--- src/rtl/rtcas_pkg.sv ---
package rtcas_pkg;

    // ------------------------------------------------------------
    // Timing
    // ------------------------------------------------------------
    localparam int CLK_HZ = 20_000_000;
    localparam int TICK_HZ = 256;
    localparam int SW_HZ = 100;
    localparam int TICK_CYCLES = CLK_HZ / TICK_HZ;
    localparam int SW_CYCLES = CLK_HZ / SW_HZ;
    localparam int DIV_W = 18;
    localparam logic [1:0] RST_CYCLES = 2'h2;

    // ------------------------------------------------------------
    // Register byte offsets
    // ------------------------------------------------------------
    localparam logic [7:0] OFS_CTRL = 8'h00;
    localparam logic [7:0] OFS_SEC_ALARM = 8'h04;
    localparam logic [7:0] OFS_HM_ALARM = 8'h08;
    localparam logic [7:0] OFS_SW_CTRL = 8'h0C;
    localparam logic [7:0] OFS_SEC = 8'h10;
    localparam logic [7:0] OFS_HM = 8'h14;
    localparam logic [7:0] OFS_STATUS = 8'h18;

    // ------------------------------------------------------------
    // Field positions
    // ------------------------------------------------------------
    localparam int CTRL_RUN = 0;
    localparam int CTRL_RST = 1;
    localparam int CTRL_H24 = 4;
    localparam int CTRL_BUSY = 6;
    localparam int STAT_ALARM = 0;
    localparam int SW_RUN = 0;
    localparam int SW_CLR = 4;
    localparam int HALF_DAY = 14;
    localparam int HI_TENS_LSB = 12;
    localparam int HI_UNITS_LSB = 8;
    localparam int LO_TENS_LSB = 4;

    // ------------------------------------------------------------
    // Reset values and BCD limits
    // ------------------------------------------------------------
    localparam logic [7:0] HOUR_RESET = 8'h12;
    localparam logic [7:0] ZERO_BCD = 8'h00;
    localparam logic [7:0] ONE_BCD = 8'h01;
    localparam logic [7:0] TOP_59 = 8'h59;
    localparam logic [7:0] TOP_99 = 8'h99;
    localparam logic [7:0] TOP_23 = 8'h23;
    localparam logic [7:0] TOP_12 = 8'h12;
    localparam logic [7:0] HOUR_11 = 8'h11;
    localparam logic [3:0] NINE = 4'h9;

    // Two-digit BCD step that wraps from top back to bottom.
    function automatic logic [7:0] bcd_inc(input logic [7:0] v, input logic [7:0] top, input logic [7:0] bottom);
        logic [7:0] r;
        r = v;
        if (v == top) begin
            r = bottom;
        end else if (v[3:0] == NINE) begin
            r = {v[7:4] + 4'h1, 4'h0};
        end else begin
            r = {v[7:4], v[3:0] + 4'h1};
        end
        return r;
    endfunction

endpackage

--- src/rtl/rtcas_sw_if.sv ---
`timescale 1ns/1ps
interface rtcas_sw_if;
    logic run;
    logic clear;
    logic [7:0] digits;

    modport ctrl (output run, output clear, input digits);
    modport cnt (input run, input clear, output digits);
endinterface

--- src/rtl/rtcas_top.sv ---
// Overview of operation
// - Writing 1 to reset bit resets prescaler; reads 1 until done, then self-clears.
// - Run bit 0 stops time count keeping value; 1 resumes from it.
// - Second alarm holds BCD tens in 14-12, units in 11-8; rest zero.
// - Alarm half-day bit 14 selects P.M.; used only in 12-hour mode.
// - Alarm hour BCD tens 13-12, units 11-8; 1-12 or 0-23.
// - Alarm minute BCD tens 6-4, units 3-0; bit 7 reads zero.
// - Stopwatch register shows tenths in 15-12, hundredths in 11-8, read-only.
// - Stopwatch clear bit 4 zeroes count; running continues; always reads 0.
// - Stopwatch run bit 0 starts and stops; stopped count kept.
// - Stopwatch halts at next stopwatch clock edge; may advance by one.
// - Second register reads and writes BCD tens 14-12, units 11-8.
// - Second register bits 7-0 show prescaler stages, 1 Hz down to 128 Hz.
// - Prescaler taps forced to zero when reset bit is set.
// - Half-day bit 14 holds P.M. in 12-hour mode; reads 0 in 24-hour.
// - Half-day bit left at 1 in 24-hour mode clears at next hour step.
// - Hour count BCD tens 13-12, units 11-8; 1-12 or 0-23.
// - Busy flag rises on each second step and holds for 1/256 second.
// - Hour mode bit 4 set to 1 selects 24-hour range; stored hour is not rewritten.
// - Alarm flag sets 1/256 second after time equals alarm setting.
`timescale 1ns/1ps
module rtcas_top #(
    parameter int P_TICK_CYCLES = rtcas_pkg::TICK_CYCLES,
    parameter int P_SW_CYCLES = rtcas_pkg::SW_CYCLES
) (
    input wire logic i_clk,
    input wire logic i_nrst,
    input wire logic i_psel,
    input wire logic i_penable,
    input wire logic i_pwrite,
    input wire logic [7:0] i_paddr,
    input wire logic [31:0] i_pwdata,
    output logic [31:0] o_prdata,
    output logic o_pready,
    output logic o_pslverr
);

    // Zero-wait register file. Time, taps and alarm step on a divided tick
    // of the bus clock, the stopwatch on a tick of its own. There is no
    // interrupt line: a match shows only as a status flag.

    // ------------------------------------------------------------
    // State
    // ------------------------------------------------------------
    // All state but the stopwatch divider, run sample and count lives in this one struct. The alarm bytes keep a zero top
    // bit, so they compare directly with the time bytes. The clear strobe
    // is the only field that is dropped on every cycle.
    typedef struct packed {
        logic run;
        logic rst_busy;
        logic [1:0] rst_cnt;
        logic h24;
        logic busy;
        logic alarm_f;
        logic [rtcas_pkg::DIV_W-1:0] div;
        logic [7:0] pre;
        logic [7:0] sec;
        logic [7:0] min;
        logic [7:0] hour;
        logic ap;
        logic [7:0] a_sec;
        logic [7:0] a_min;
        logic [7:0] a_hour;
        logic a_ap;
        logic sw_run;
        logic sw_clr;
        logic [31:0] prdata;
    } rtcas_state_type;

    rtcas_state_type s_q;
    rtcas_state_type s_d;
    rtcas_sw_if sw_bus ();
    logic tick;
    logic match;
    logic wr;
    logic [15:0] wd;

    // ------------------------------------------------------------
    // Stopwatch
    // ------------------------------------------------------------
    // The stopwatch steps on its own tick, so a stop takes hold only there
    // and software may see one more step after it has stopped the count.
    rtcas_stopwatch #(
        .P_SW_CYCLES(P_SW_CYCLES)
    ) u_sw (
        .i_clk(i_clk),
        .i_nrst(i_nrst),
        .sw(sw_bus.cnt)
    );

    // The clear strobe lasts one cycle; the counter sees it one edge late.
    assign sw_bus.run = s_q.sw_run;
    assign sw_bus.clear = s_q.sw_clr;

    // ------------------------------------------------------------
    // Decode helpers
    // ------------------------------------------------------------

    // Tells whether an offset names a register.
    // It feeds the error response; writes to other offsets are dropped.
    function automatic logic is_mapped(input logic [7:0] a);
        return (a == rtcas_pkg::OFS_CTRL) || (a == rtcas_pkg::OFS_SEC_ALARM) ||
               (a == rtcas_pkg::OFS_HM_ALARM) || (a == rtcas_pkg::OFS_SW_CTRL) ||
               (a == rtcas_pkg::OFS_SEC) || (a == rtcas_pkg::OFS_HM) || (a == rtcas_pkg::OFS_STATUS);
    endfunction

    // Builds the read word for an offset.
    // Reserved bits and the write-only clear bit read as zero, and so do
    // offsets that name no register.
    function automatic logic [31:0] read_word(input logic [7:0] a, input rtcas_state_type s, input logic [7:0] swd);
        logic [31:0] r;
        r = '0;
        unique case (a)
            rtcas_pkg::OFS_CTRL: begin
                r[rtcas_pkg::CTRL_RUN] = s.run;
                r[rtcas_pkg::CTRL_RST] = s.rst_busy;
                r[rtcas_pkg::CTRL_H24] = s.h24;
                r[rtcas_pkg::CTRL_BUSY] = s.busy;
            end
            rtcas_pkg::OFS_SEC_ALARM: begin
                r[14:8] = s.a_sec[6:0];
            end
            rtcas_pkg::OFS_HM_ALARM: begin
                r[rtcas_pkg::HALF_DAY] = s.a_ap;
                r[13:8] = s.a_hour[5:0];
                r[6:0] = s.a_min[6:0];
            end
            rtcas_pkg::OFS_SW_CTRL: begin
                r[15:8] = swd;
                r[rtcas_pkg::SW_RUN] = s.sw_run;
            end
            rtcas_pkg::OFS_SEC: begin
                r[14:8] = s.sec[6:0];
                r[7:0] = s.pre;
            end
            rtcas_pkg::OFS_HM: begin
                r[rtcas_pkg::HALF_DAY] = s.ap & ~s.h24;
                r[13:8] = s.hour[5:0];
                r[6:0] = s.min[6:0];
            end
            rtcas_pkg::OFS_STATUS: begin
                r[rtcas_pkg::STAT_ALARM] = s.alarm_f;
            end
            default: begin
                r = '0;
            end
        endcase
        return r;
    endfunction

    // ------------------------------------------------------------
    // Bus handshake
    // ------------------------------------------------------------

    // No wait states: read data were taken at the setup edge and have
    // settled when the master samples them; writes land at the access edge.

    // Every access completes in its first access cycle.
    assign o_pready = i_psel & i_penable;
    assign o_pslverr = i_psel & i_penable & ~is_mapped(i_paddr);
    assign o_prdata = s_q.prdata;
    assign wr = i_psel & i_penable & i_pwrite;
    assign wd = i_pwdata[15:0];

    // The divider halts with the clock, so a stop keeps the partial tick
    // as well as the tap pattern.
    // The 256 Hz prescaler clock edge.
    assign tick = (s_q.div == rtcas_pkg::DIV_W'(P_TICK_CYCLES - 1));

    // It is judged at the end of busy, so the flag rises one tick later.
    // Time equals the alarm; half-day only counts in 12-hour mode.
    assign match = (s_q.sec == s_q.a_sec) && (s_q.min == s_q.a_min) && (s_q.hour == s_q.a_hour) &&
                   (s_q.h24 || (s_q.ap == s_q.a_ap));

    // ------------------------------------------------------------
    // Next state
    // ------------------------------------------------------------

    // Counting comes first, then the prescaler reset, then software writes,
    // so a write wins over a step in the same cycle, except an alarm flag clear, which loses to a match.
    always_comb begin
        s_d = s_q;
        s_d.sw_clr = 1'b0;

        // A read therefore shows the state as it stood before that edge.
        // Read data is captured in the setup cycle.
        if (i_psel && !i_penable && !i_pwrite) begin
            s_d.prdata = read_word(i_paddr, s_q, sw_bus.digits);
        end

        // Prescaler runs only while the clock runs; the count is kept otherwise.
        if (s_q.run) begin
            s_d.div = tick ? '0 : s_q.div + rtcas_pkg::DIV_W'(1);
        end
        if (s_q.run && tick) begin
            s_d.pre = s_q.pre + 8'h01;
            // Busy lasts one prescaler period and the alarm is judged at its end.
            if (s_q.busy) begin
                s_d.busy = 1'b0;
                if (match) begin
                    s_d.alarm_f = 1'b1;
                end
            end
            // The wrap of the taps is the one-second step.
            if (s_q.pre == 8'hFF) begin
                s_d.busy = 1'b1;
                s_d.sec = rtcas_pkg::bcd_inc(s_q.sec, rtcas_pkg::TOP_59, rtcas_pkg::ZERO_BCD);
                if (s_q.sec == rtcas_pkg::TOP_59) begin
                    s_d.min = rtcas_pkg::bcd_inc(s_q.min, rtcas_pkg::TOP_59, rtcas_pkg::ZERO_BCD);
                    if (s_q.min == rtcas_pkg::TOP_59) begin
                        if (s_q.h24) begin
                            s_d.hour = rtcas_pkg::bcd_inc(s_q.hour, rtcas_pkg::TOP_23, rtcas_pkg::ZERO_BCD);
                            s_d.ap = 1'b0;
                        end else begin
                            // The half-day flips as 11 steps on to 12.
                            s_d.hour = rtcas_pkg::bcd_inc(s_q.hour, rtcas_pkg::TOP_12, rtcas_pkg::ONE_BCD);
                            if (s_q.hour == rtcas_pkg::HOUR_11) begin
                                s_d.ap = ~s_q.ap;
                            end
                        end
                    end
                end
            end
        end

        // A short fixed span lets software see the control bit read back
        // as 1 before it clears itself.
        // Prescaler reset holds the divider and taps at zero until it ends.
        if (s_q.rst_busy) begin
            s_d.div = '0;
            s_d.pre = 8'h00;
            s_d.rst_cnt = s_q.rst_cnt - 2'h1;
            if (s_q.rst_cnt == 2'h1) begin
                s_d.rst_busy = 1'b0;
            end
        end

        // Time writes are not blocked while busy; software must wait for
        // idle before it touches the time fields.
        // Register writes.
        if (wr) begin
            unique case (i_paddr)
                rtcas_pkg::OFS_CTRL: begin
                    s_d.run = wd[rtcas_pkg::CTRL_RUN];
                    s_d.h24 = wd[rtcas_pkg::CTRL_H24];
                    if (wd[rtcas_pkg::CTRL_RST]) begin
                        s_d.rst_busy = 1'b1;
                        s_d.rst_cnt = rtcas_pkg::RST_CYCLES;
                        s_d.div = '0;
                        s_d.pre = 8'h00;
                    end
                end
                rtcas_pkg::OFS_SEC_ALARM: begin
                    s_d.a_sec = {1'b0, wd[14:8]};
                end
                rtcas_pkg::OFS_HM_ALARM: begin
                    s_d.a_ap = wd[rtcas_pkg::HALF_DAY];
                    s_d.a_hour = {2'h0, wd[13:8]};
                    s_d.a_min = {1'b0, wd[6:0]};
                end
                rtcas_pkg::OFS_SW_CTRL: begin
                    s_d.sw_run = wd[rtcas_pkg::SW_RUN];
                    s_d.sw_clr = wd[rtcas_pkg::SW_CLR];
                end
                rtcas_pkg::OFS_SEC: begin
                    s_d.sec = {1'b0, wd[14:8]};
                end
                rtcas_pkg::OFS_HM: begin
                    s_d.hour = {2'h0, wd[13:8]};
                    s_d.min = {1'b0, wd[6:0]};
                    if (!s_q.h24) begin
                        s_d.ap = wd[rtcas_pkg::HALF_DAY];
                    end
                end
                rtcas_pkg::OFS_STATUS: begin
                    // Write 1 clears, but a match in the same cycle wins.
                    if (wd[rtcas_pkg::STAT_ALARM] && !(s_q.run && tick && s_q.busy && match)) begin
                        s_d.alarm_f = 1'b0;
                    end
                end
                default: begin
                    s_d.run = s_q.run;
                end
            endcase
        end
    end

    // ------------------------------------------------------------
    // Registers
    // ------------------------------------------------------------

    // Only constants load on reset. Every field starts at zero except the
    // hour, which starts at 12 A.M.
    always_ff @(posedge i_clk or negedge i_nrst) begin
        if (!i_nrst) begin
            s_q <= '0;
            s_q.hour <= rtcas_pkg::HOUR_RESET;
        end else begin
            s_q <= s_d;
        end
    end

endmodule

--- src/rtl/rtcas_stopwatch.sv ---
`timescale 1ns/1ps
module rtcas_stopwatch #(
    parameter int P_SW_CYCLES = rtcas_pkg::SW_CYCLES
) (
    input wire logic i_clk,
    input wire logic i_nrst,
    rtcas_sw_if.cnt sw
);

    // ------------------------------------------------------------
    // State
    // ------------------------------------------------------------
    typedef struct packed {
        logic [rtcas_pkg::DIV_W-1:0] div;
        logic run_eff;
        logic [7:0] count;
    } rtcas_sw_state_type;

    rtcas_sw_state_type s_q;
    rtcas_sw_state_type s_d;
    logic tick;

    // The 100 Hz stopwatch clock edge is the wrap of the divider.
    assign tick = (s_q.div == rtcas_pkg::DIV_W'(P_SW_CYCLES - 1));

    // Count on the stopwatch clock; the run level is only sampled there.
    always_comb begin
        s_d = s_q;
        s_d.div = tick ? '0 : s_q.div + rtcas_pkg::DIV_W'(1);
        if (tick) begin
            s_d.run_eff = sw.run;
            if (s_q.run_eff) begin
                s_d.count = rtcas_pkg::bcd_inc(s_q.count, rtcas_pkg::TOP_99, rtcas_pkg::ZERO_BCD);
            end
        end
        if (sw.clear) begin
            s_d.count = rtcas_pkg::ZERO_BCD;
        end
    end

    // Registers.
    always_ff @(posedge i_clk or negedge i_nrst) begin
        if (!i_nrst) begin
            s_q <= '0;
        end else begin
            s_q <= s_d;
        end
    end

    assign sw.digits = s_q.count;

endmodule

--- config.mk ---
export PLATFORM = sky130hd
export DESIGN_NAME = rtcas_top
export DESIGN_NICKNAME = d
export VERILOG_FILES = /design/src/rtl/rtcas_pkg.sv /design/src/rtl/rtcas_sw_if.sv /design/src/rtl/rtcas_top.sv /design/src/rtl/rtcas_stopwatch.sv
export SDC_FILE = /design/constraint.sdc
export NUM_CORES = 1
export LEC_CHECK = 0
export ABC_AREA = 0
export BUFFER_PORTS_ARGS = -buffer_cell sky130_fd_sc_hd__buf_2
export CAP_MARGIN = 15
export CORE_MARGIN = 5
export CORE_UTILIZATION = 59
export CTS_CLUSTER_DIAMETER = 30
export DETAILED_ROUTE_END_ITERATION = 16
export PLACE_DENSITY = 0.87
export SETUP_SLACK_MARGIN = 0.1
export SLEW_MARGIN = 20
export SYNTH_ARGS = -nofsm -noshare
export SYNTH_HDL_FRONTEND = slang
export SYNTH_SLANG_ARGS = --single-unit
--- constraint.sdc ---
create_clock -name i_clk -period 3.4 [get_ports i_clk]
set_clock_uncertainty 0.2 [all_clocks]
set_input_delay 0.34 -clock i_clk [delete_from_list [all_inputs] [get_ports i_clk]]
set_output_delay 0.34 -clock i_clk [all_outputs]
set_load 0.005 [all_outputs]
==> reports/qor.yml, run 1 <==
logic_synthesis:
  synth_common_cells: "122 x dfrtp_1, 70 x nor2_1, 66 x nand2_1"
  yosysUniqueCellTypes: 72
  synth_most_common_cell: "dfrtp_1"
  yosysTopAreaCell: "dfrtp_1"
  async_flop_share: 1.00
  netlist_top_cells_area: "dfrtp_1 43%, xor2_1 4.7%, mux2_2 4.1%, nor2_1 3.7%, ha_1 3.5%"
  yosys_most_used_dff: "dfrtp_1"
  synth_edf_count: 0
  ys_seq_area_frac: 0.434
  avgSynthCellArea_um2: 9.59
  ys_warn_count: 0
  synth_cells: 746
  synth_top_area_frac: 0.427
  synth_area_um2: 7150
  ys_seq_elements: 124
hold_path:
  hold_class: "primary input to register"
drt:
  drtPass1Iterations: 7
  drt-wirelength-per-cell_um: 18.9
  ant_nets: 0
  drc_errors: 0
  drt_first_iter_violations: 576
  num_vias: 5914
  via_per_inst: 6.25
  drt_wl_total_um: 17900
clock_network:
  insertion_delay_ns: 0.43
  clock_sinks: 124
  clkTransAtPathRegs_ns: 0.05
  clockBufferDepth: 2
  cts_made_buffers: 17
  post_cts.repair.setup_buffers: 0
  cts_root_buf: "clkbuf_16"
  cts.htree.levels: 4
  tritoncts: "built"
placed_design:
  gp_congestion: 0.908
  dp_hpwl_um: 12500
  post-place-ws_ns: 0.294
  dp_cells: 905
  port_buffers: 44
worst_setup_path:
  worstPathMaxFanout: 13
  cp-start-kind: "register"
  worstSetupPathType: "register to register"
  worstPathArrival_ns: 3.09
  endpoint_kind: "register"
  crit_required_ns: 3.54
finish:
  area_growth_pct: 12.8
  drive_gt1_frac: 0.161
  fin_nets: 851
  diodes: 0
  n_fill_cell: 837
  stdcell_count: 946
timing:
  rsz0062_at_grt: "no"
  worst_pin_slew_ns: 0.959
  tns_ns: 0
  slew_viol_final: 0
  layout_min_cycle_time_ns: 2.96
  whs_ns: 0.0208
  final_hold_viol_count: 0
  fin_ws_ns: 0.444
  relSlewSlack: 0.359
  setup_violations: 0
  fmax_mhz: 338
  fin_crit_sh: 0.869
power_and_ir_drop:
  p_leak_nw: 3.67
  power_mw: 3.58
  power_density_nw_per_um2: 444
  ir_drop_mv: 0.353
floorplan:
  num_rows: 40
  core_area_um2: 12000
  fp.dieW_um: 120
  dieArea_um2: 14400
  die_h_um: 120
  io_pins: 79
  start_util: 0.598
global_route:
  antenna_found_initial: 0
  grt-ovfl-total: 0
  grt_pass1_vias: 5839
  grt_pass1_wl_um: 29600
  grt_max_degree: 125
  track_usage: 0.260
status:
  status: "finished, final reports clean"
job:
  cap_violations: 0
-- metrics by stage --
stage          instance area, um2   util
2_1_floorplan                7210      -
3_3_place_gp                 7360  0.615
3_5_place_dp                 7360  0.615
4_1_cts                      8060  0.674
5_1_grt                      8070  0.675
6_report                     8070  0.675
-- power by group --
group          internal, mW  total, mW  switching, mW
logic                0.0682      0.177          0.108
clock network          1.20       1.87          0.667
registers              1.50       1.53         0.0316
total                  2.77       3.58          0.807
-- routing by layer --
| metal | wire length [um] | GRT usage |
|---|---|---|
| met1 | 7330 | 0.334 |
| met2 | 8610 | 0.417 |
| met3 | 1470 | 0.0622 |
| met4 | 518 | 0.120 |
| met5 | 0 | 0 |
-- what timing repair did --
item | in CTS | in global routing
endpoints found under the hold margin | 132 | 0
setup endpoints to repair | 0 | 1
resized for setup | 0 | 1
hold buffers | 9 | 0
-- cell type report --
cell class	instances	area, um2	area share
repair buffers	63	400	0.0496
clock inverters	11	141	0.0175
clock buffers	21	470	0.0583
well taps	147	184	0.0228
inverters	27	101	0.0126
multi-input cells	553	3670	0.454
flip-flops and latches	124	3110	0.385
-- final timing paths --
kind,from,to,slack [ns],cells past startpoint
worst min-delay path,i_pwdata[11],s_q[63],0.02,3
worst max register to register,s_q[106],s_q[73],0.44,5
worst min register to register,o_prdata[15],o_prdata[15],0.27,2
worst max-delay path,s_q[106],s_q[73],0.44,5
min in group asynchronous,i_nrst,u_sw.s_q[16],0.35,3
max in group asynchronous,i_nrst,s_q[69],2.16,3
-- critical path, stage by stage (launching register included) --
cell,delay (ns)
dfrtp_1,0.42
or4_4,0.56
nor4_4,0.57
nand3_2,0.36
or4_1,0.56
a31oi_1,0.21
-- placed cells by master (no fill, tap or decap), types with 9 or more instances in the layout --
cell type / instances
dlygate4sd3_1: 9
xor2_1: 38
nor4_1: 12
and3_1: 10
buf_4: 10
nand2_1: 66
conb_1: 16
inv_1: 27
a21oi_1: 16
xnor2_1: 22
o21ai_0: 42
nand3_1: 38
or3_1: 12
buf_2: 43
or4_1: 10
clkbuf_16: 17
ha_1: 20
nor2_1: 70
mux2_2: 26
a31oi_1: 14
dfrtp_1: 122
mux2i_1: 18
nand4_1: 18
-- state kept, by name, indices dropped and copies added, names as in the netlist --
name	count
s_q	79
u_sw.s_q	19
o_prdata	16
u_sw.sw.digits	8
sw_bus.clear	1
sw_bus.run	1
-- cells by family (layout without fill, tap and decap cells) --
kind of cell	Yosys count	after routing	synth area share
simple gates	293	293	0.217
flops	124	124	0.434
compound gates	119	119	0.109
buf+inv	84	122	0.0618
xor+xnor	60	60	0.0735
mux	45	45	0.0693
fa+ha+maj	20	20	0.0350
other cells	1	16	0.000524
(Power assumes the default switching activity.)
==> run 2: changes to the inputs <==
--- a/config.mk
+++ b/config.mk
@@ -6,12 +6,12 @@
 export NUM_CORES = 1
 export LEC_CHECK = 0
 export ABC_AREA = 0
-export BUFFER_PORTS_ARGS = -buffer_cell sky130_fd_sc_hd__buf_2
 export CAP_MARGIN = 15
 export CORE_MARGIN = 5
-export CORE_UTILIZATION = 59
+export CORE_UTILIZATION = 64
 export CTS_CLUSTER_DIAMETER = 30
 export DETAILED_ROUTE_END_ITERATION = 16
+export DONT_BUFFER_PORTS = 1
 export PLACE_DENSITY = 0.87
 export SETUP_SLACK_MARGIN = 0.1
 export SLEW_MARGIN = 20
==> run 2 against run 1 <==
Compared with the run above: combinational power barely moved; critical path depth rose by 3; worst hold slack got worse by 0.011 ns; clock power barely moved; highest routed layer unchanged; register-to-register slack improved by 0.06 ns; total power rose by 0.34%; critical path type is now primary input to register; sequential power barely moved.
==> reports/qor.yml, run 2 (synthesis gave the netlist of run 1 again) <==
status:
  status: "finished, final reports clean"
drt:
  drt_wl_total_um: 19500
  drtPass1Iterations: 6
  num_vias: 6097
  ant_nets: 0
  drc_errors: 0
  drt-wirelength-per-cell_um: 21.3
  via_per_inst: 6.66
  drt_first_iter_violations: 749
timing:
  setup_violations: 0
  fin_crit_sh: 0.925
  slew_viol_final: 0
  rsz0062_at_grt: "no"
  relSlewSlack: 0.385
  final_hold_viol_count: 0
  tns_ns: 0
  whs_ns: 0.00965
  worst_pin_slew_ns: 0.919
  fmax_mhz: 318
  layout_min_cycle_time_ns: 3.15
global_route:
  grt-ovfl-total: 0
  grt_max_degree: 125
  track_usage: 0.298
  grt_pass1_vias: 5891
  antenna_found_initial: 1
  grt_pass1_wl_um: 30900
finish:
  final_common_cell: "dfrtp_1"
  top_register: "s_q"
  largest_register_ffs: 79
  fin_util: 0.739
  final_cell_mix: "122 x dfrtp_1, 70 x nor2_1, 66 x nand2_1"
  drive_gt1_frac: 0.107
  area_growth_pct: 12.5
  fin_nets: 827
  final_area_um2: 8050
clock_network:
  insertion_delay_ns: 0.53
  cts.htree.levels: 4
  cts_root_buf: "clkbuf_8"
  cts_made_buffers: 17
  clkTransAtPathRegs_ns: 0.06
  tritoncts: "built"
  clockBufferDepth: 2
  clock_sinks: 124
worst_setup_path:
  reg2reg_to: "s_q[67]"
  cp-start-kind: "primary input"
  cp_common_cell: "dlygate4sd3_1"
  endpoint_kind: "register"
  crit_chain: "dlygate4sd3_1, or3_1, nor4_1, buf_4, nand2_1, dlygate4sd3_1, o21ai_0, dlygate4sd3_1"
  crit_start: "i_paddr[3]"
  crit_path_end: "s_q[112]"
  reg2reg_slack_ns: 0.50
  crit_required_ns: 3.66
  slowest_stage: "dlygate4sd3_1"
  worstPathMaxFanout: 15
  worstSetupPathType: "primary input to register"
  reg2regPathDepth: 6
  r2r-start: "s_q[106]"
  max_stage_delay_ns: 0.72
  worstPathArrival_ns: 3.40
hold_path:
  hold_class: "primary input to register"
  hold_path_depth: 4
floorplan:
  dieArea_um2: 13400
  die_h_um: 116
  fp.dieW_um: 116
  num_rows: 38
  start_util: 0.657
  io_pins: 79
  core_area_um2: 10900
placed_design:
  place_area_um2: 7110
  gp_congestion: 0.905
  dp_hpwl_um: 12400
  port_buffers: 0
job:
  cap_violations: 0
power_and_ir_drop:
  power_density_nw_per_um2: 447
  ir_drop_mv: 0.327
  p_leak_nw: 3.55
-- run 2: layer usage --
metal / up-vias / track usage / wire [um]
met5: - / 0 / 0
li1: 2663 / - / -
met4: 0 / 0.121 / 794
met3: 88 / 0.0799 / 2180
met2: 405 / 0.478 / 9050
met1: 2941 / 0.389 / 7470
-- run 2: critical path, delay by kind of cell --
kind | cells | cell delay, ns
buffers and inverters | 4 | 2.13
AOI/OAI and AO/OA | 1 | 0.11
and+or+nand+nor | 3 | 0.82
-- run 2: worst min-delay path by stage --
| stage | endpoint | from | slack (ns) |
|---|---|---|---|
| after detailed placement | u_sw.s_q[18] | i_nrst | -0.15 |
| after floorplan | o_prdata[0] | i_nrst | -0.16 |
| after global placement | u_sw.s_q[16] | i_nrst | -0.15 |
| after global routing | o_prdata[9] | i_paddr[3] | 0.05 |
| after CTS | o_prdata[9] | i_paddr[3] | 0.003 |
| final | o_prdata[9] | i_paddr[3] | 0.01 |
-- run 2: through the flow --
stage               setup slack, ns  power (mW)  std cells
CTS                           0.455        3.59        915
global route                  0.202        3.69        916
floorplan                     0.904        1.65        761
detailed placement            0.525        1.65        853
finish                        0.254        3.59        916
global placement              0.575        1.64        853
-- run 2: repair_timing --
| action | 4_1_cts | 5_1_grt |
|---|---|---|
| hold buffers | 30 | 0 |
| resized for setup | 0 | 0 |
| endpoints found under the hold margin | 184 | 0 |
| buffers inserted | 0 | 0 |
-- run 2: final cells by class --
| class | count | area [um2] |
|---|---|---|
| clock inverter | 11 | 166 |
| inverter | 27 | 101 |
| sequential | 124 | 3110 |
| timing repair buffer | 39 | 385 |
| tap | 140 | 175 |
| clock buffer | 21 | 449 |
| multi-input combinational | 553 | 3660 |
| fill | 657 | 2840 |
| antenna | 1 | 2.50 |
-- run 2: report_power, final --
group	leakage (nW)	internal, mW	switching [mW]	total (mW)
logic	1.67	0.0749	0.101	0.176
registers	1.59	1.50	0.0338	1.54
clock network	0.294	1.23	0.656	1.88
